--- src/design/rx_status_pkg.sv ---
/*
 * Constants shared by the receive status pin driver: mode codes and
 * code-group bit positions.
 * Assumes the mode code is supplied by configuration logic elsewhere.
 */
package rx_status_pkg;

    // ------------------------------------------------------------
    // Parallel port mode codes
    // ------------------------------------------------------------
    localparam logic [2:0] MODE_MII = 3'h0;
    localparam logic [2:0] MODE_GMII = 3'h1;
    localparam logic [2:0] MODE_RGMII = 3'h2;
    localparam logic [2:0] MODE_TBI = 3'h3;
    localparam logic [2:0] MODE_RTBI = 3'h4;

    // ------------------------------------------------------------
    // Code-group bit positions carried on the status pins
    // ------------------------------------------------------------
    localparam int TBI_DV_BIT = 8;
    localparam int TBI_ER_BIT = 9;
    localparam int RTBI_RISE_BIT = 4;
    localparam int RTBI_FALL_BIT = 9;
    localparam int CODE_WIDTH_MIN = 10;

    // Decoded mode
    typedef enum logic [2:0] {
        PM_MII,
        PM_GMII,
        PM_RGMII,
        PM_TBI,
        PM_RTBI
    } port_mode_t;

endpackage

--- src/design/rx_status_pin_driver.sv ---
/*
 * Drives the receive-valid pin of the parallel port in every interface
 * mode, the receive-error pin in MII/GMII/TBI and the collision pin in
 * MII/GMII/RGMII, and samples the receive-valid pin as a strap while
 * reset is held.
 * Assumes the receive clock edges arrive as one-cycle strobes on clk_in
 * from the clock generator, and pin levels are resolved by the pad ring.
 */
// What this block does
// - Valid pin is a strap in reset, an output after
// - MII/GMII: valid updated on each rising edge
// - MII/GMII: error updated on each rising edge
// - RGMII: control on valid pin, both edges
// - Two-clock TBI: bit 8 on both clocks
// - One-clock TBI: bit 8 on rising edge
// - RTBI: bit 4 rising, bit 9 falling
// - RGMII/RTBI: error pin left undriven
// - Two-clock TBI: bit 9 on both clocks
// - One-clock TBI: bit 9 on rising edge
// - MII/GMII/RGMII: collision pin shows collision
// - Loopback without collision test: collision low
// - Loopback with collision test: test level
// - TBI/RTBI: collision pin left undriven
`timescale 1ns/100ps
module rx_status_pin_driver
    import rx_status_pkg::*;
#(
    parameter int CODE_WIDTH = 10
) (
    // Clock and reset
    input wire logic clk_in,
    input wire logic reset_n_in,
    // Configuration
    input wire logic [2:0] mode_in,
    input wire logic ten_bit_clock_rate_select_in,
    input wire logic loopback_control_bit_in,
    input wire logic collision_test_bit_in,
    // Receive clock edge strobes
    input wire logic rx_rise_in,
    input wire logic rx_fall_in,
    input wire logic even_group_rx_clock_rise_in,
    // Receive path content
    input wire logic rx_valid_in,
    input wire logic rx_error_in,
    input wire logic rx_ctl_rise_in,
    input wire logic rx_ctl_fall_in,
    input wire logic [CODE_WIDTH-1:0] code_group_in,
    input wire logic collision_in,
    input wire logic collision_test_level_in,
    // Receive-valid pin
    input wire logic rx_valid_pin_in,
    output logic rx_valid_pin_out,
    output logic rx_valid_pin_oe_out,
    // Receive-error pin
    output logic rx_error_pin_out,
    output logic rx_error_pin_oe_out,
    // Collision pin
    output logic collision_pin_out,
    output logic collision_pin_oe_out,
    // Captured strap
    output logic strap_two_clock_out
);

    // ------------------------------------------------------------
    // Elaboration check
    // ------------------------------------------------------------
    if (CODE_WIDTH < CODE_WIDTH_MIN) begin : g_bad_width
        $error("CODE_WIDTH must hold a ten-bit code group");
    end

    // Mode decode; unknown codes fall back to MII
    function automatic port_mode_t decode_mode(input logic [2:0] code);
        port_mode_t m;
        m = PM_MII;
        if (code == MODE_GMII) begin
            m = PM_GMII;
        end else if (code == MODE_RGMII) begin
            m = PM_RGMII;
        end else if (code == MODE_TBI) begin
            m = PM_TBI;
        end else if (code == MODE_RTBI) begin
            m = PM_RTBI;
        end
        return m;
    endfunction

    // ------------------------------------------------------------
    // Strap synchroniser and capture
    // ------------------------------------------------------------
    logic strap_meta_reg; // First stage, read only by the second
    logic strap_sync_reg; // Second stage
    logic running_reg; // High once reset has been released
    logic strap_reg; // Receive-valid level seen at reset

    // Pin comes from outside, so two flops before use. No reset here:
    // the strap is only present while reset is held, so the chain
    // has to keep sampling the pad right through reset
    always_ff @(posedge clk_in) begin
        strap_meta_reg <= rx_valid_pin_in;
        strap_sync_reg <= strap_meta_reg;
    end

    // Strap is caught by the first clocked edge after release
    always_ff @(posedge clk_in or negedge reset_n_in) begin
        if (!reset_n_in) begin
            running_reg <= 1'b0;
            strap_reg <= 1'b0;
        end else if (!running_reg) begin
            running_reg <= 1'b1;
            strap_reg <= strap_sync_reg;
        end
    end

    // ------------------------------------------------------------
    // Selection
    // ------------------------------------------------------------
    port_mode_t mode;
    logic two_clock; // Two-clock TBI in force
    logic mode_mii_gmii;
    logic ten_bit; // TBI or RTBI
    logic dv_load; // Receive-valid pin takes a new value
    logic dv_next;
    logic er_load;
    logic er_next;
    logic col_next;
    logic er_drive;
    logic col_drive;
    logic tbi_edge;

    assign mode = decode_mode(mode_in);
    assign two_clock = ten_bit_clock_rate_select_in | strap_reg;
    assign mode_mii_gmii = (mode == PM_MII) || (mode == PM_GMII);
    assign ten_bit = (mode == PM_TBI) || (mode == PM_RTBI);
    // Two-clock TBI also updates on the even-group clock
    assign tbi_edge = rx_rise_in | (two_clock & even_group_rx_clock_rise_in);

    always_comb begin
        dv_load = 1'b0;
        dv_next = rx_valid_pin_out;
        er_load = 1'b0;
        er_next = rx_error_pin_out;
        unique case (mode)
            PM_MII, PM_GMII: begin
                dv_load = rx_rise_in;
                dv_next = rx_valid_in;
                er_load = rx_rise_in;
                er_next = rx_error_in;
            end
            PM_RGMII: begin
                // Rising edge wins should both strobes coincide
                dv_load = rx_rise_in | rx_fall_in;
                dv_next = rx_rise_in ? rx_ctl_rise_in : rx_ctl_fall_in;
            end
            PM_TBI: begin
                dv_load = tbi_edge;
                dv_next = code_group_in[TBI_DV_BIT];
                er_load = tbi_edge;
                er_next = code_group_in[TBI_ER_BIT];
            end
            PM_RTBI: begin
                dv_load = rx_rise_in | rx_fall_in;
                dv_next = rx_rise_in ? code_group_in[RTBI_RISE_BIT]
                                     : code_group_in[RTBI_FALL_BIT];
            end
        endcase
    end

    // Loopback overrides the live collision indication
    assign col_next = loopback_control_bit_in ?
        (collision_test_bit_in & collision_test_level_in)
        : collision_in;
    assign er_drive = mode_mii_gmii || (mode == PM_TBI);
    assign col_drive = !ten_bit;

    // ------------------------------------------------------------
    // Pin registers
    // ------------------------------------------------------------
    // Enables stay low until the strap has been taken, so the pad
    // never fights the pull that sets the strap
    always_ff @(posedge clk_in or negedge reset_n_in) begin
        if (!reset_n_in) begin
            rx_valid_pin_out <= 1'b0;
            rx_valid_pin_oe_out <= 1'b0;
            rx_error_pin_out <= 1'b0;
            rx_error_pin_oe_out <= 1'b0;
            collision_pin_out <= 1'b0;
            collision_pin_oe_out <= 1'b0;
        end else begin
            if (dv_load) begin
                rx_valid_pin_out <= dv_next;
            end
            if (er_load) begin
                rx_error_pin_out <= er_next;
            end
            collision_pin_out <= col_next;
            rx_valid_pin_oe_out <= running_reg;
            rx_error_pin_oe_out <= running_reg & er_drive;
            collision_pin_oe_out <= running_reg & col_drive;
        end
    end

    assign strap_two_clock_out = strap_reg;

    // ------------------------------------------------------------
    // Assertions
    // ------------------------------------------------------------
    // Judged one edge on: at the very first edge the enables are not yet
    // settled by any reset event, but every later edge must see them low
    a_reset_undriven: assert property (@(posedge clk_in)
        !reset_n_in |=> !rx_valid_pin_oe_out && !rx_error_pin_oe_out && !collision_pin_oe_out)
        else $error("pin driven during reset");
    a_valid_driven_after: assert property (@(posedge clk_in) disable iff (!reset_n_in)
        running_reg |=> rx_valid_pin_oe_out)
        else $error("valid pin not driven after reset");
    a_mii_valid_rise: assert property (@(posedge clk_in) disable iff (!reset_n_in)
        mode_mii_gmii && rx_rise_in |=> rx_valid_pin_out == $past(rx_valid_in))
        else $error("mii valid not updated");
    a_mii_error_rise: assert property (@(posedge clk_in) disable iff (!reset_n_in)
        mode_mii_gmii && rx_rise_in |=> rx_error_pin_out == $past(rx_error_in))
        else $error("mii error not updated");
    a_rgmii_ctl_fall: assert property (@(posedge clk_in) disable iff (!reset_n_in)
        mode == PM_RGMII && rx_fall_in && !rx_rise_in
        |=> rx_valid_pin_out == $past(rx_ctl_fall_in))
        else $error("rgmii falling control lost");
    a_tbi_even_clock: assert property (@(posedge clk_in) disable iff (!reset_n_in)
        mode == PM_TBI && two_clock && even_group_rx_clock_rise_in
        |=> rx_valid_pin_out == $past(code_group_in[TBI_DV_BIT])
            && rx_error_pin_out == $past(code_group_in[TBI_ER_BIT]))
        else $error("two-clock tbi missed even clock");
    a_tbi_one_clock: assert property (@(posedge clk_in) disable iff (!reset_n_in)
        mode == PM_TBI && !two_clock && !rx_rise_in |=> $stable(rx_valid_pin_out)
            && $stable(rx_error_pin_out))
        else $error("one-clock tbi updated off edge");
    a_rtbi_rise_bit: assert property (@(posedge clk_in) disable iff (!reset_n_in)
        mode == PM_RTBI && rx_rise_in |=> rx_valid_pin_out == $past(code_group_in[RTBI_RISE_BIT]))
        else $error("rtbi rising bit wrong");
    a_error_hiz: assert property (@(posedge clk_in) disable iff (!reset_n_in)
        (mode == PM_RGMII || mode == PM_RTBI) |=> !rx_error_pin_oe_out)
        else $error("error pin driven in rgmii or rtbi");
    a_col_loopback: assert property (@(posedge clk_in) disable iff (!reset_n_in)
        loopback_control_bit_in && !collision_test_bit_in |=> !collision_pin_out)
        else $error("collision not low in loopback");
    a_col_live: assert property (@(posedge clk_in) disable iff (!reset_n_in)
        !loopback_control_bit_in |=> collision_pin_out == $past(collision_in))
        else $error("collision does not follow input");
    a_col_test: assert property (@(posedge clk_in) disable iff (!reset_n_in)
        loopback_control_bit_in && collision_test_bit_in
        |=> collision_pin_out == $past(collision_test_level_in))
        else $error("collision test level not shown");
    a_col_hiz: assert property (@(posedge clk_in) disable iff (!reset_n_in)
        ten_bit |=> !collision_pin_oe_out)
        else $error("collision pin driven in ten-bit mode");

endmodule

--- config.mk ---
export PLATFORM = sky130hd
export DESIGN_NAME = rx_status_pin_driver
export DESIGN_NICKNAME = d
export VERILOG_FILES = /design/src/design/rx_status_pkg.sv /design/src/design/rx_status_pin_driver.sv
export SDC_FILE = /design/constraint.sdc
export NUM_CORES = 1
export LEC_CHECK = 0
export BUFFER_PORTS_ARGS = -buffer_cell sky130_fd_sc_hd__buf_2
export CORE_AREA = 2 2 39 41
export CTS_CLUSTER_SIZE = 16
export DETAILED_ROUTE_END_ITERATION = 16
export DIE_AREA = 0 0 41 43
export GPL_TIMING_DRIVEN = 1
export PLACE_DENSITY = 0.8
export RECOVER_POWER = 100
export SETUP_SLACK_MARGIN = 0.3
export SLEW_MARGIN = 40
export SYNTH_ARGS = -nofsm -noshare
export SYNTH_HDL_FRONTEND = slang
export SYNTH_SLANG_ARGS = --single-unit
--- constraint.sdc ---
create_clock -name clk_in -period 1.55 [get_ports clk_in]
set_clock_uncertainty 0.1 [all_clocks]
set_input_delay 0.0775 -clock clk_in [delete_from_list [all_inputs] [get_ports clk_in]]
set_output_delay 0.0775 -clock clk_in [all_outputs]
set_load 0.05 [all_outputs]
==> results of run 1 <==
power groups by stage:
stage	logic [W]	clock network [W]	registers [W]
2_1_floorplan	0.0000450	0	0.000365
3_3_place_gp	0.000169	0	0.000298
3_5_place_dp	0.000172	0	0.000298
4_1_cts	0.000183	0.000244	0.000293
5_1_grt	0.000190	0.000258	0.000297
6_report	0.000175	0.000230	0.000294
cell type report:
type | instances | area (um2)
well taps | 16 | 20.0
fillers | 133 | 697
clock buffers | 4 | 36.3
repair buffers | 33 | 184
flip-flops and latches | 10 | 241
multi-input cells | 25 | 198
inverters | 2 | 7.51
per-layer routing:
layer | part of all wire | global-route usage | vias up
met5 | 0 | 0 | -
li1 | - | - | 208
met3 | 0.071 | 0.0942 | 0
met1 | 0.39 | 0.123 | 191
met2 | 0.54 | 0.209 | 11
met4 | 0 | 0.0600 | 0
worst reg2reg max path: cells and delay by family (launching register included):
family          cells  cell delay, ns
flops               1            0.41
simple gates        1            0.06
mux                 1            0.32
compound gates      2            0.31
synthesized netlist by cell type (all sizes together):
library cell	count
inv	2
and3	1
mux2	2
dfrtp	8
o21a	1
o21ai	4
o31a	1
a211oi	1
dfxtp	2
nor2	2
mux2i	3
nor2b	1
or3b	1
o211ai	1
conb	1
nand3b	1
nand3	1
xnor2	1
nand2b	1
o32a	1
and2b	1
per-stage QoR:
stage          hold WS (ns)  cells  instance area (um2)
6_report             0.0439     90                  687
3_3_place_gp         -0.178     80                  602
4_1_cts              0.0335     90                  698
5_1_grt              0.0502     90                  687
3_5_place_dp         -0.167     80                  602
2_1_floorplan        -0.318     37                  447
kinds of logic after synthesis:
| kind of cell | Yosys count | synth area share |
|---|---|---|
| muxes | 5 | 0.127 |
| other | 1 | 0.00849 |
| buffers and inverters | 2 | 0.0170 |
| and+or+nand+nor | 9 | 0.133 |
| AOI/OAI and AO/OA | 9 | 0.150 |
| xor gates and xnor gates | 1 | 0.0198 |
| DFF | 10 | 0.544 |
cell usage in the layout, fill, tap and decap left out:
master / count
dfxtp_1: 2
o31a_1: 1
and3_1: 1
clkbuf_4: 3
nor2_1: 1
mux2_4: 1
nor2_2: 1
conb_1: 1
o32a_1: 1
nand3b_1: 1
o21ai_2: 1
nand3_1: 1
o211ai_1: 1
nand2b_1: 1
o21ai_1: 1
o21a_1: 1
mux2_2: 1
mux2i_1: 3
dfrtp_2: 1
and2b_2: 1
o21ai_0: 2
a211oi_2: 1
buf_2: 18
dfrtp_1: 7
xnor2_1: 1
inv_1: 2
or3b_1: 1
clkbuf_1: 9
dlygate4sd3_1: 6
nor2b_1: 1
clkbuf_8: 1
worst max-delay path by stage:
| stage | from | endpoint | slack (ns) | depth (start not counted) |
|---|---|---|---|---|
| 2_1_floorplan | strap_two_clock_out | rx_valid_pin_out | 0.14 | 4 |
| 3_3_place_gp | mode_in[1] | rx_valid_pin_out | 0.22 | 5 |
| 3_5_place_dp | mode_in[1] | rx_valid_pin_out | 0.19 | 5 |
| 4_1_cts | strap_two_clock_out | rx_valid_pin_out | 0.24 | 4 |
| 5_1_grt | strap_two_clock_out | rx_valid_pin_out | 0.17 | 4 |
| 6_report | strap_two_clock_out | rx_valid_pin_out | 0.25 | 4 |
what timing repair did:
action	in CTS	in global routing
endpoints found under the setup margin	1	1
pin swaps	0	0
hold buffers	6	0
hold endpoints to repair	10	0
==> results by group, run 1 <==
Clock network
  • TritonCTS Buffers: 3
  • CTS tree: yes
  • Longest Clk Path Bufs: 2
  • Clk_lat worst skew: 0.25 ns
  • Setup bufs post-CTS: 0
  • Clock sinks: 10
  • CTS root buffer: clkbuf_4
  • Post-CTS Resized: 0
  • H-Tree Depth: 1
  • Clock transition at path regs: 0.07 ns

Synth
  • Cells after Synth: 37
  • Synth top area cells: dfrtp_1 (45%), dfxtp_1 (9.1%), mux2i_1 (6.8%)
  • Synth Cell Area: 442 um2
  • Synth Warn #: 0
  • Yosys top cell by area: dfrtp_1
  • Syn_nets: 65
  • Top cell type's share of synthesized area: 0.453
  • Share of the yosys chip area belonging to registers: 0.544
  • Unique masters post-synth: 24
  • Synth Area per Inst: 11.9 um2
  • Synth Register Bits: 10

Finish
  • Fraction of final layout cells sized beyond drive strength 1: 0.392
  • Final Core Density: 0.496
  • Total Nets Final: 103
  • Area growth syn-to-layout: 55.5%
  • Ant. Diodes: 0

Die
  • Number of core rows: 14
  • Chip height: 43 um
  • Die ar.: 0.00176 mm2
  • Core area: 0.00138 mm2
  • IO Pins: 35
  • Initial Util: 0.319
  • Die Wd: 41 um

STA
  • Max Fclk: 768 MHz
  • Clock period minus worst slack: 1.30 ns
  • # setup viols final: 0
  • Tcrit/Tclk final: 0.841
  • Final Hold Viols: 0
  • RSZ-0062 raised after global routing: true
  • Slew margin rel.: 0.606
  • Crit path setup slack, layout: 0.247 ns
  • Final slew viol count: 0
  • Setup TNS: 0 ns
  • Tightest Pin Transition: 0.594 ns

Route
  • Drt total wl: 884 um
  • Routed len/inst: 9.82 um
  • Drt pass-1 iters: 2
  • DR DRC count: 0
  • Iter 0 DRT Violations: 3
  • Via count: 410
  • Number of nets still failing antenna checks after routing: 0
  • Vias/cell: 4.56

Worst hold path
  • Worst hold path type: primary input to flip-flop
  • Hold EP: rx_error_pin_oe_out
  • HP Start: mode_in[0]
  • Worst Hold Depth: 3

Setup path
  • CP startpoint kind: flip-flop
  • Crit path max-delay family: flip-flops
  • Critical-path maximum fanout: 3
  • FF-to-FF setup slack: 0.25 ns
  • Critical-path cell list: o21ai_2 > nor2_2 > a211oi_2 > mux2_4
  • WP buf/inv: 0
  • Worst r2r path cells: 4
  • R2R Path Start: strap_two_clock_out
  • Arrival time worst endpoint: 1.36 ns
  • CP Class: flip-flop to flip-flop
  • Worst reg2reg endpoint: rx_valid_pin_out
  • CP Capture Type: flip-flop
  • Worst EP required: 1.60 ns
  • Worst stage delay on the critical path: 0.41 ns
  • CP max stage cell: dfrtp_2

Global routing
  • Vias in the first global route: 388
  • Initial antenna violation count: 0
  • First-pass GRT wire length: 1.48 mm
  • Total GRT Usage: 0.133
  • GR Overflow Total: 0
  • Largest net degree at the start of global routing: 9

Pwr
  • Internal: 0.000490 W
  • Gate power share: 0.251
  • Sw Pwr: 0.000209 W
  • Leakage power: 0.324 nW
  • Peak supply drop: 0.568 mV
  • Overall Power: 0.000699 W
  • Reg power frac: 0.420
  • Switching Share: 0.299
  • Power share of the clock group: 0.329
  • PwrDens: 1020 mW/mm2

Place
  • RD Place Congestion: 0.651
  • IO buf count: 27
  • Hpwl dp: 681 um
  • Worst slack, placed: 0.189 ns

Run
  • Max-Cap Viols: 0

Status
  • Outcome: complete, no violations
(Power assumes the default switching activity.)
==> inputs of run 2 (changes only) <==
==> constraint.sdc (replaced) <==
create_clock -name clk_in -period 1.25 [get_ports clk_in]
set_clock_uncertainty 0.1 [all_clocks]
set_input_delay 0.0625 -clock clk_in [delete_from_list [all_inputs] [get_ports clk_in]]
set_output_delay 0.0625 -clock clk_in [all_outputs]
set_load 0.05 [all_outputs]
==> run 2 against run 1 <==
Against the previous run:
- the run now ends with setup timing left
- non-clock buffer count increased by 9
- sequential share of layout area decreased by 4.6 points
- setup slack got worse by 0.29 ns
- largest cell class is now non-clock buffers
==> results by group, run 2 (same netlist as run 1, synthesis figures left out) <==
Status
  • Outcome: finished, violations left
  • Violated checks: setup timing

STA
  • Tcrit/Tclk final: 1.03
  • Setup TNS: -0.0541 ns
  • Hold_ws: 0.0614 ns
  • Final slew viol count: 0
  • Max Fclk: 775 MHz
  • Clock period minus worst slack: 1.29 ns
  • Final Hold Viols: 0
  • RSZ-0062 raised after global routing: true
  • Crit path setup slack, layout: -0.0408 ns
  • # setup viols final: 2

Route
  • Iter 0 DRT Violations: 7
  • Routed len/inst: 11.0 um
  • Via count: 453
  • Vias/cell: 4.58
  • Drt total wl: 1.09 mm
  • DR DRC count: 0
  • Number of nets still failing antenna checks after routing: 0
  • Drt pass-1 iters: 4

Setup path
  • Worst r2r path cells: 4
  • CP max stage cell: dfrtp_2
  • CP Class: flip-flop to flip-flop
  • CP Capture Type: flip-flop
  • Worst path depth: 4
  • Arrival time worst endpoint: 1.34 ns
  • CP startpoint kind: flip-flop
  • FF-to-FF setup slack: -0.04 ns
  • Critical-path cell list: o21ai_2 > nor2_2 > a211oi_2 > mux2_4
  • WP buf/inv: 0
  • Worst EP required: 1.30 ns
  • Critical-path maximum fanout: 2
  • R2R Path Start: strap_two_clock_out
  • Worst stage delay on the critical path: 0.40 ns
  • Crit path max-delay family: flip-flops
  • Worst reg2reg endpoint: rx_valid_pin_out

Finish
  • Commonest non-fill, non-tap cell in the layout: buf_2
  • Total Nets Final: 112
  • Most frequent cells in the layout: buf_2 (19), dfrtp_1 (7), buf_4 (7), dlygate4sd3_1 (6), clkbuf_2 (6)
  • Fraction of final layout cells sized beyond drive strength 1: 0.566
  • Ant. Diodes: 0
  • Area growth syn-to-layout: 78.8%

Die
  • Core area: 0.00138 mm2
  • Die Wd: 41 um
  • IO Pins: 35
  • Chip height: 43 um
  • Die ar.: 0.00176 mm2
  • Number of core rows: 14
  • Initial Util: 0.319

Worst hold path
  • Worst Hold Depth: 4
  • Worst hold path type: primary input to flip-flop
  • Hold EP: rx_error_pin_out
  • HP Start: rx_error_in

Place
  • Hpwl dp: 814 um
  • IO buf count: 27
  • RD Place Congestion: 0.730
  • Worst slack, placed: -0.0345 ns

Global routing
  • Largest net degree at the start of global routing: 9
  • Total GRT Usage: 0.161
  • GR Overflow Total: 0
  • First-pass GRT wire length: 1.88 mm
  • Vias in the first global route: 450
  • Initial antenna violation count: 0

Clock network
  • Clock sinks: 10
  • Longest Clk Path Bufs: 2
  • CTS tree: yes
  • Clock transition at path regs: 0.06 ns
  • TritonCTS Buffers: 3
  • CTS root buffer: clkbuf_4
  • Clk_lat worst skew: 0.26 ns
  • H-Tree Depth: 1

Pwr
  • Switching Share: 0.295
  • Power share of the clock group: 0.311
  • PwrDens: 1170 mW/mm2
  • Gate power share: 0.297
  • Peak supply drop: 0.714 mV
  • Leakage power: 0.403 nW
  • Sw Pwr: 0.000274 W
  • Internal: 0.000654 W
  • Reg power frac: 0.393

Run
  • Max-Cap Viols: 0
==> run 2: stage by stage <==
step | power, W | instances | utilization | instance area (um2)
final | 0.000927 | 99 | 0.571 | 790
after global routing | 0.000986 | 99 | 0.571 | 790
after CTS | 0.000953 | 97 | 0.580 | 802
after detailed placement | 0.000602 | 86 | 0.467 | 647
after global placement | 0.000596 | 86 | 0.467 | 647
after floorplan | 0.000508 | 37 | - | 447
==> run 2: area by class of cell <==
class	instances	area, um2
Multi-Input combinational cell	25	205
Tap cell	16	20.0
Timing Repair Buffer	42	279
Clock buffer	4	36.3
Sequential cell	10	241
Inverter	2	7.51
Fill cell	135	594
==> run 2: worst max path at each step <==
| stage | start | slack, ns | to |
|---|---|---|---|
| 6_report | strap_two_clock_out | -0.04 | rx_valid_pin_out |
| 5_1_grt | strap_two_clock_out | -0.13 | rx_valid_pin_out |
| 4_1_cts | strap_two_clock_out | -0.05 | rx_valid_pin_out |
| 3_5_place_dp | strap_two_clock_out | -0.03 | rx_valid_pin_out |
| 3_3_place_gp | strap_two_clock_out | -0.04 | rx_valid_pin_out |
| 2_1_floorplan | strap_two_clock_out | -0.16 | rx_valid_pin_out |
==> run 2: what timing repair did <==
item | CTS | global route
pin swaps | 0 | 1
endpoints found under the hold margin | 10 | 0
hold buffers | 6 | 0
setup endpoints to repair | 10 | 10
buffers inserted | 1 | 2
resized for setup | 16 | 3
==> run 2: power by group through the flow <==
stage	clock, W	sequential (W)	combinational (W)
floorplan	0	0.000453	0.0000559
global placement	0	0.000368	0.000228
detailed placement	0	0.000369	0.000233
CTS	0.000299	0.000368	0.000286
global route	0.000322	0.000367	0.000297
finish	0.000288	0.000364	0.000275
==> run 2: tightest hold or removal path, stage by stage <==
cell and delay (ns):
buf_2 0.07, mux2i_1 0.07, o21ai_2 0.06, o31a_1 0.12
==> run 2: layer usage <==
metal | track usage | share of wire | vias up
met2 | 0.250 | 0.57 | 16
met5 | 0 | 0 | -
met1 | 0.169 | 0.35 | 212
met4 | 0.0733 | 0.0073 | 0
met3 | 0.0890 | 0.069 | 2
li1 | - | - | 223
==> inputs of run 3 (changes only) <==
--- a/config.mk
+++ b/config.mk
@@ -5,13 +5,14 @@
 export SDC_FILE = /design/constraint.sdc
 export NUM_CORES = 1
 export LEC_CHECK = 0
+export ABC_AREA = 1
 export BUFFER_PORTS_ARGS = -buffer_cell sky130_fd_sc_hd__buf_2
 export CORE_AREA = 2 2 39 41
 export CTS_CLUSTER_SIZE = 16
 export DETAILED_ROUTE_END_ITERATION = 16
 export DIE_AREA = 0 0 41 43
 export GPL_TIMING_DRIVEN = 1
-export PLACE_DENSITY = 0.8
+export PLACE_DENSITY = 0.83
 export RECOVER_POWER = 100
 export SETUP_SLACK_MARGIN = 0.3
 export SLEW_MARGIN = 40
==> constraint.sdc (replaced) <==
create_clock -name clk_in -period 1.6 [get_ports clk_in]
set_clock_uncertainty 0.1 [all_clocks]
set_input_delay 0.08 -clock clk_in [delete_from_list [all_inputs] [get_ports clk_in]]
set_output_delay 0.08 -clock clk_in [all_outputs]
set_load 0.05 [all_outputs]
==> run 3 against run 2 <==
Against the previous run:
- the run now ends clean
- highest routed layer unchanged
- first-iteration DRC count is 100% lower
- final area shrank 10%
- critical path type is now flip-flop to output port
- sequential cell count stayed put
- sequential power is 23% lower
- core utilization is 5.8 points lower
==> results by group, run 3 <==
Status
  • Outcome: complete, no violations

Synth
  • Synth Area per Inst: 7.73 um2
  • Cells after Synth: 62
  • Syn_nets: 90
  • Post-synth top flop: dfrtp_1
  • Synth Warn #: 0
  • Share of the yosys chip area belonging to registers: 0.501
  • Yosys top cell by area: dfrtp_1
  • Synth top area cells: dfrtp_1 (42%), nand2_1 (18%), dfxtp_1 (8.4%)
  • Top cell type's share of synthesized area: 0.418
  • Most frequent cells after synthesis: nand2_1 (23), dfrtp_1 (8), inv_1 (6), nand3_1 (4), nor2_1 (4)
  • Unique masters post-synth: 18
  • Synth Cell Area: 479 um2
  • Most common cell in the netlist: nand2_1
  • Synth Register Bits: 10
  • Fraction of registers with async set/reset: 0.800
  • Number of synthesized flops with an enable pin: 0

Setup path
  • Worst EP required: 1.42 ns
  • Critical-path cell list: clkbuf_1
  • CP startpoint kind: flip-flop
  • Critical Path Start: rx_error_pin_out
  • Crit path max-delay family: buffers and inverters
  • WP buf/inv: 1
  • CP Capture Type: output port
  • CP max stage cell: clkbuf_1
  • Critical-path maximum fanout: 2
  • CP Class: flip-flop to output port
  • R2R Path Start: strap_two_clock_out
  • Worst stage delay on the critical path: 0.47 ns
  • Arrival time worst endpoint: 1.08 ns

STA
  • Final Hold Viols: 0
  • Clock period minus worst slack: 1.26 ns
  • Max Fclk: 796 MHz
  • RSZ-0062 raised after global routing: false
  • # setup viols final: 0
  • Tightest Pin Transition: 0.596 ns
  • Final slew viol count: 0
  • Slew margin rel.: 0.605
  • Setup TNS: 0 ns
  • Crit path setup slack, layout: 0.343 ns
  • Tcrit/Tclk final: 0.785

Clock network
  • CTS root buffer: clkbuf_4
  • Clk_lat worst skew: 0.26 ns
  • CTS tree: yes
  • TritonCTS Buffers: 3
  • Post-CTS Resized: 0
  • Clock transition at path regs: 0.06 ns
  • H-Tree Depth: 1
  • Setup bufs post-CTS: 0
  • Clock sinks: 10
  • Longest Clk Path Bufs: 2

Finish
  • Most frequent cells in the layout: nand2_1 (24), buf_2 (19), clkbuf_1 (9), dfrtp_1 (7)
  • Commonest non-fill, non-tap cell in the layout: nand2_1
  • Total Nets Final: 128
  • Ant. Diodes: 0
  • Fraction of final layout cells sized beyond drive strength 1: 0.303
  • Area growth syn-to-layout: 48.0%
  • Final Core Density: 0.513
  • Post-Layout Cell Count: 115

Place
  • Worst slack, placed: 0.492 ns
  • RD Place Congestion: 0.813
  • Hpwl dp: 776 um
  • Dpl cells: 105
  • IO buf count: 27

Global routing
  • Routing usage on met2: 0.266
  • Vias in the first global route: 470
  • Largest net degree at the start of global routing: 9
  • Met1 Usage GRT: 0.117
  • Gr busiest metal: met2
  • Initial antenna violation count: 0
  • Total GRT Usage: 0.144
  • Met3 Usage GRT: 0.0681
  • First-pass GRT wire length: 1.66 mm
  • GR Overflow Total: 0

Pwr
  • Peak supply drop: 0.526 mV
  • PwrDens: 888 mW/mm2
  • Leakage power: 0.389 nW

Route
  • Drt pass-1 iters: 1
  • Via count: 487
  • DR DRC count: 0
  • Iter 0 DRT Violations: 0
  • Drt total wl: 1.07 mm
  • Routed len/inst: 9.27 um
  • Vias/cell: 4.23
  • Number of nets still failing antenna checks after routing: 0

Worst hold path
  • HP Start: rx_fall_in
  • Worst hold path type: primary input to flip-flop

Die
  • Die ar.: 0.00176 mm2
  • Initial Util: 0.346
  • IO Pins: 35
  • Die Wd: 41 um
  • Number of core rows: 14
  • Core area: 0.00138 mm2
  • Chip height: 43 um

Run
  • Max-Cap Viols: 0
==> run 3: area by class of cell <==
| cell class | count | area (um2) |
|---|---|---|
| inverter | 8 | 30.0 |
| clock buffer | 4 | 26.3 |
| multi-input combinational | 44 | 206 |
| tap | 16 | 20.0 |
| fill | 143 | 674 |
| sequential | 10 | 241 |
| timing repair buffer | 33 | 185 |
==> run 3: through the flow <==
step / cell area, um2 / power [W] / hold WS (ns)
after floorplan: 480 / 0.000397 / -0.316
after global placement: 636 / 0.000451 / -0.176
after detailed placement: 636 / 0.000455 / -0.173
after CTS: 722 / 0.000647 / 0.0267
after global routing: 709 / 0.000671 / 0.0667
final: 709 / 0.000630 / 0.0291
==> run 3: where the power goes <==
part | switching, W | internal, W
clock | 0.0000788 | 0.0000961
sequential | 0.00000826 | 0.000274
combinational | 0.000120 | 0.0000535
total | 0.000207 | 0.000423
==> run 3: final timing paths <==
path | end | slack, ns | cells past startpoint
worst min register to register | strap_sync_reg | 0.23 | 0
min in group asynchronous | running_reg | 0.15 | 2
worst max-delay path | rx_error_pin_out | 0.34 | 1
worst min-delay path | rx_valid_pin_out | 0.03 | 4
worst max register to register | rx_valid_pin_out | 0.47 | 8
max in group asynchronous | strap_two_clock_out | 0.94 | 2
==> run 3: cell families (layout without fill, tap and decap cells) <==
logic type | count (synthesis) | count (layout) | share of synthesized area
other | 1 | 1 | 0.00783
DFF | 10 | 10 | 0.501
buffers and inverters | 8 | 45 | 0.0627
AOI/OAI and AO/OA | 3 | 3 | 0.0313
and+or+nand+nor | 40 | 40 | 0.397
==> run 3: layer usage <==
| layer | share of wire | vias up |
|---|---|---|
| met1 | 0.38 | 205 |
| met4 | 0.0056 | 0 |
| li1 | - | 265 |
| met5 | 0 | - |
| met2 | 0.55 | 15 |
| met3 | 0.062 | 2 |
==> run 3: what timing repair did <==
item / CTS / global route
hold buffers: 6 / 0
setup endpoints to repair: 0 / 0
endpoints found under the hold margin: 10 / 0
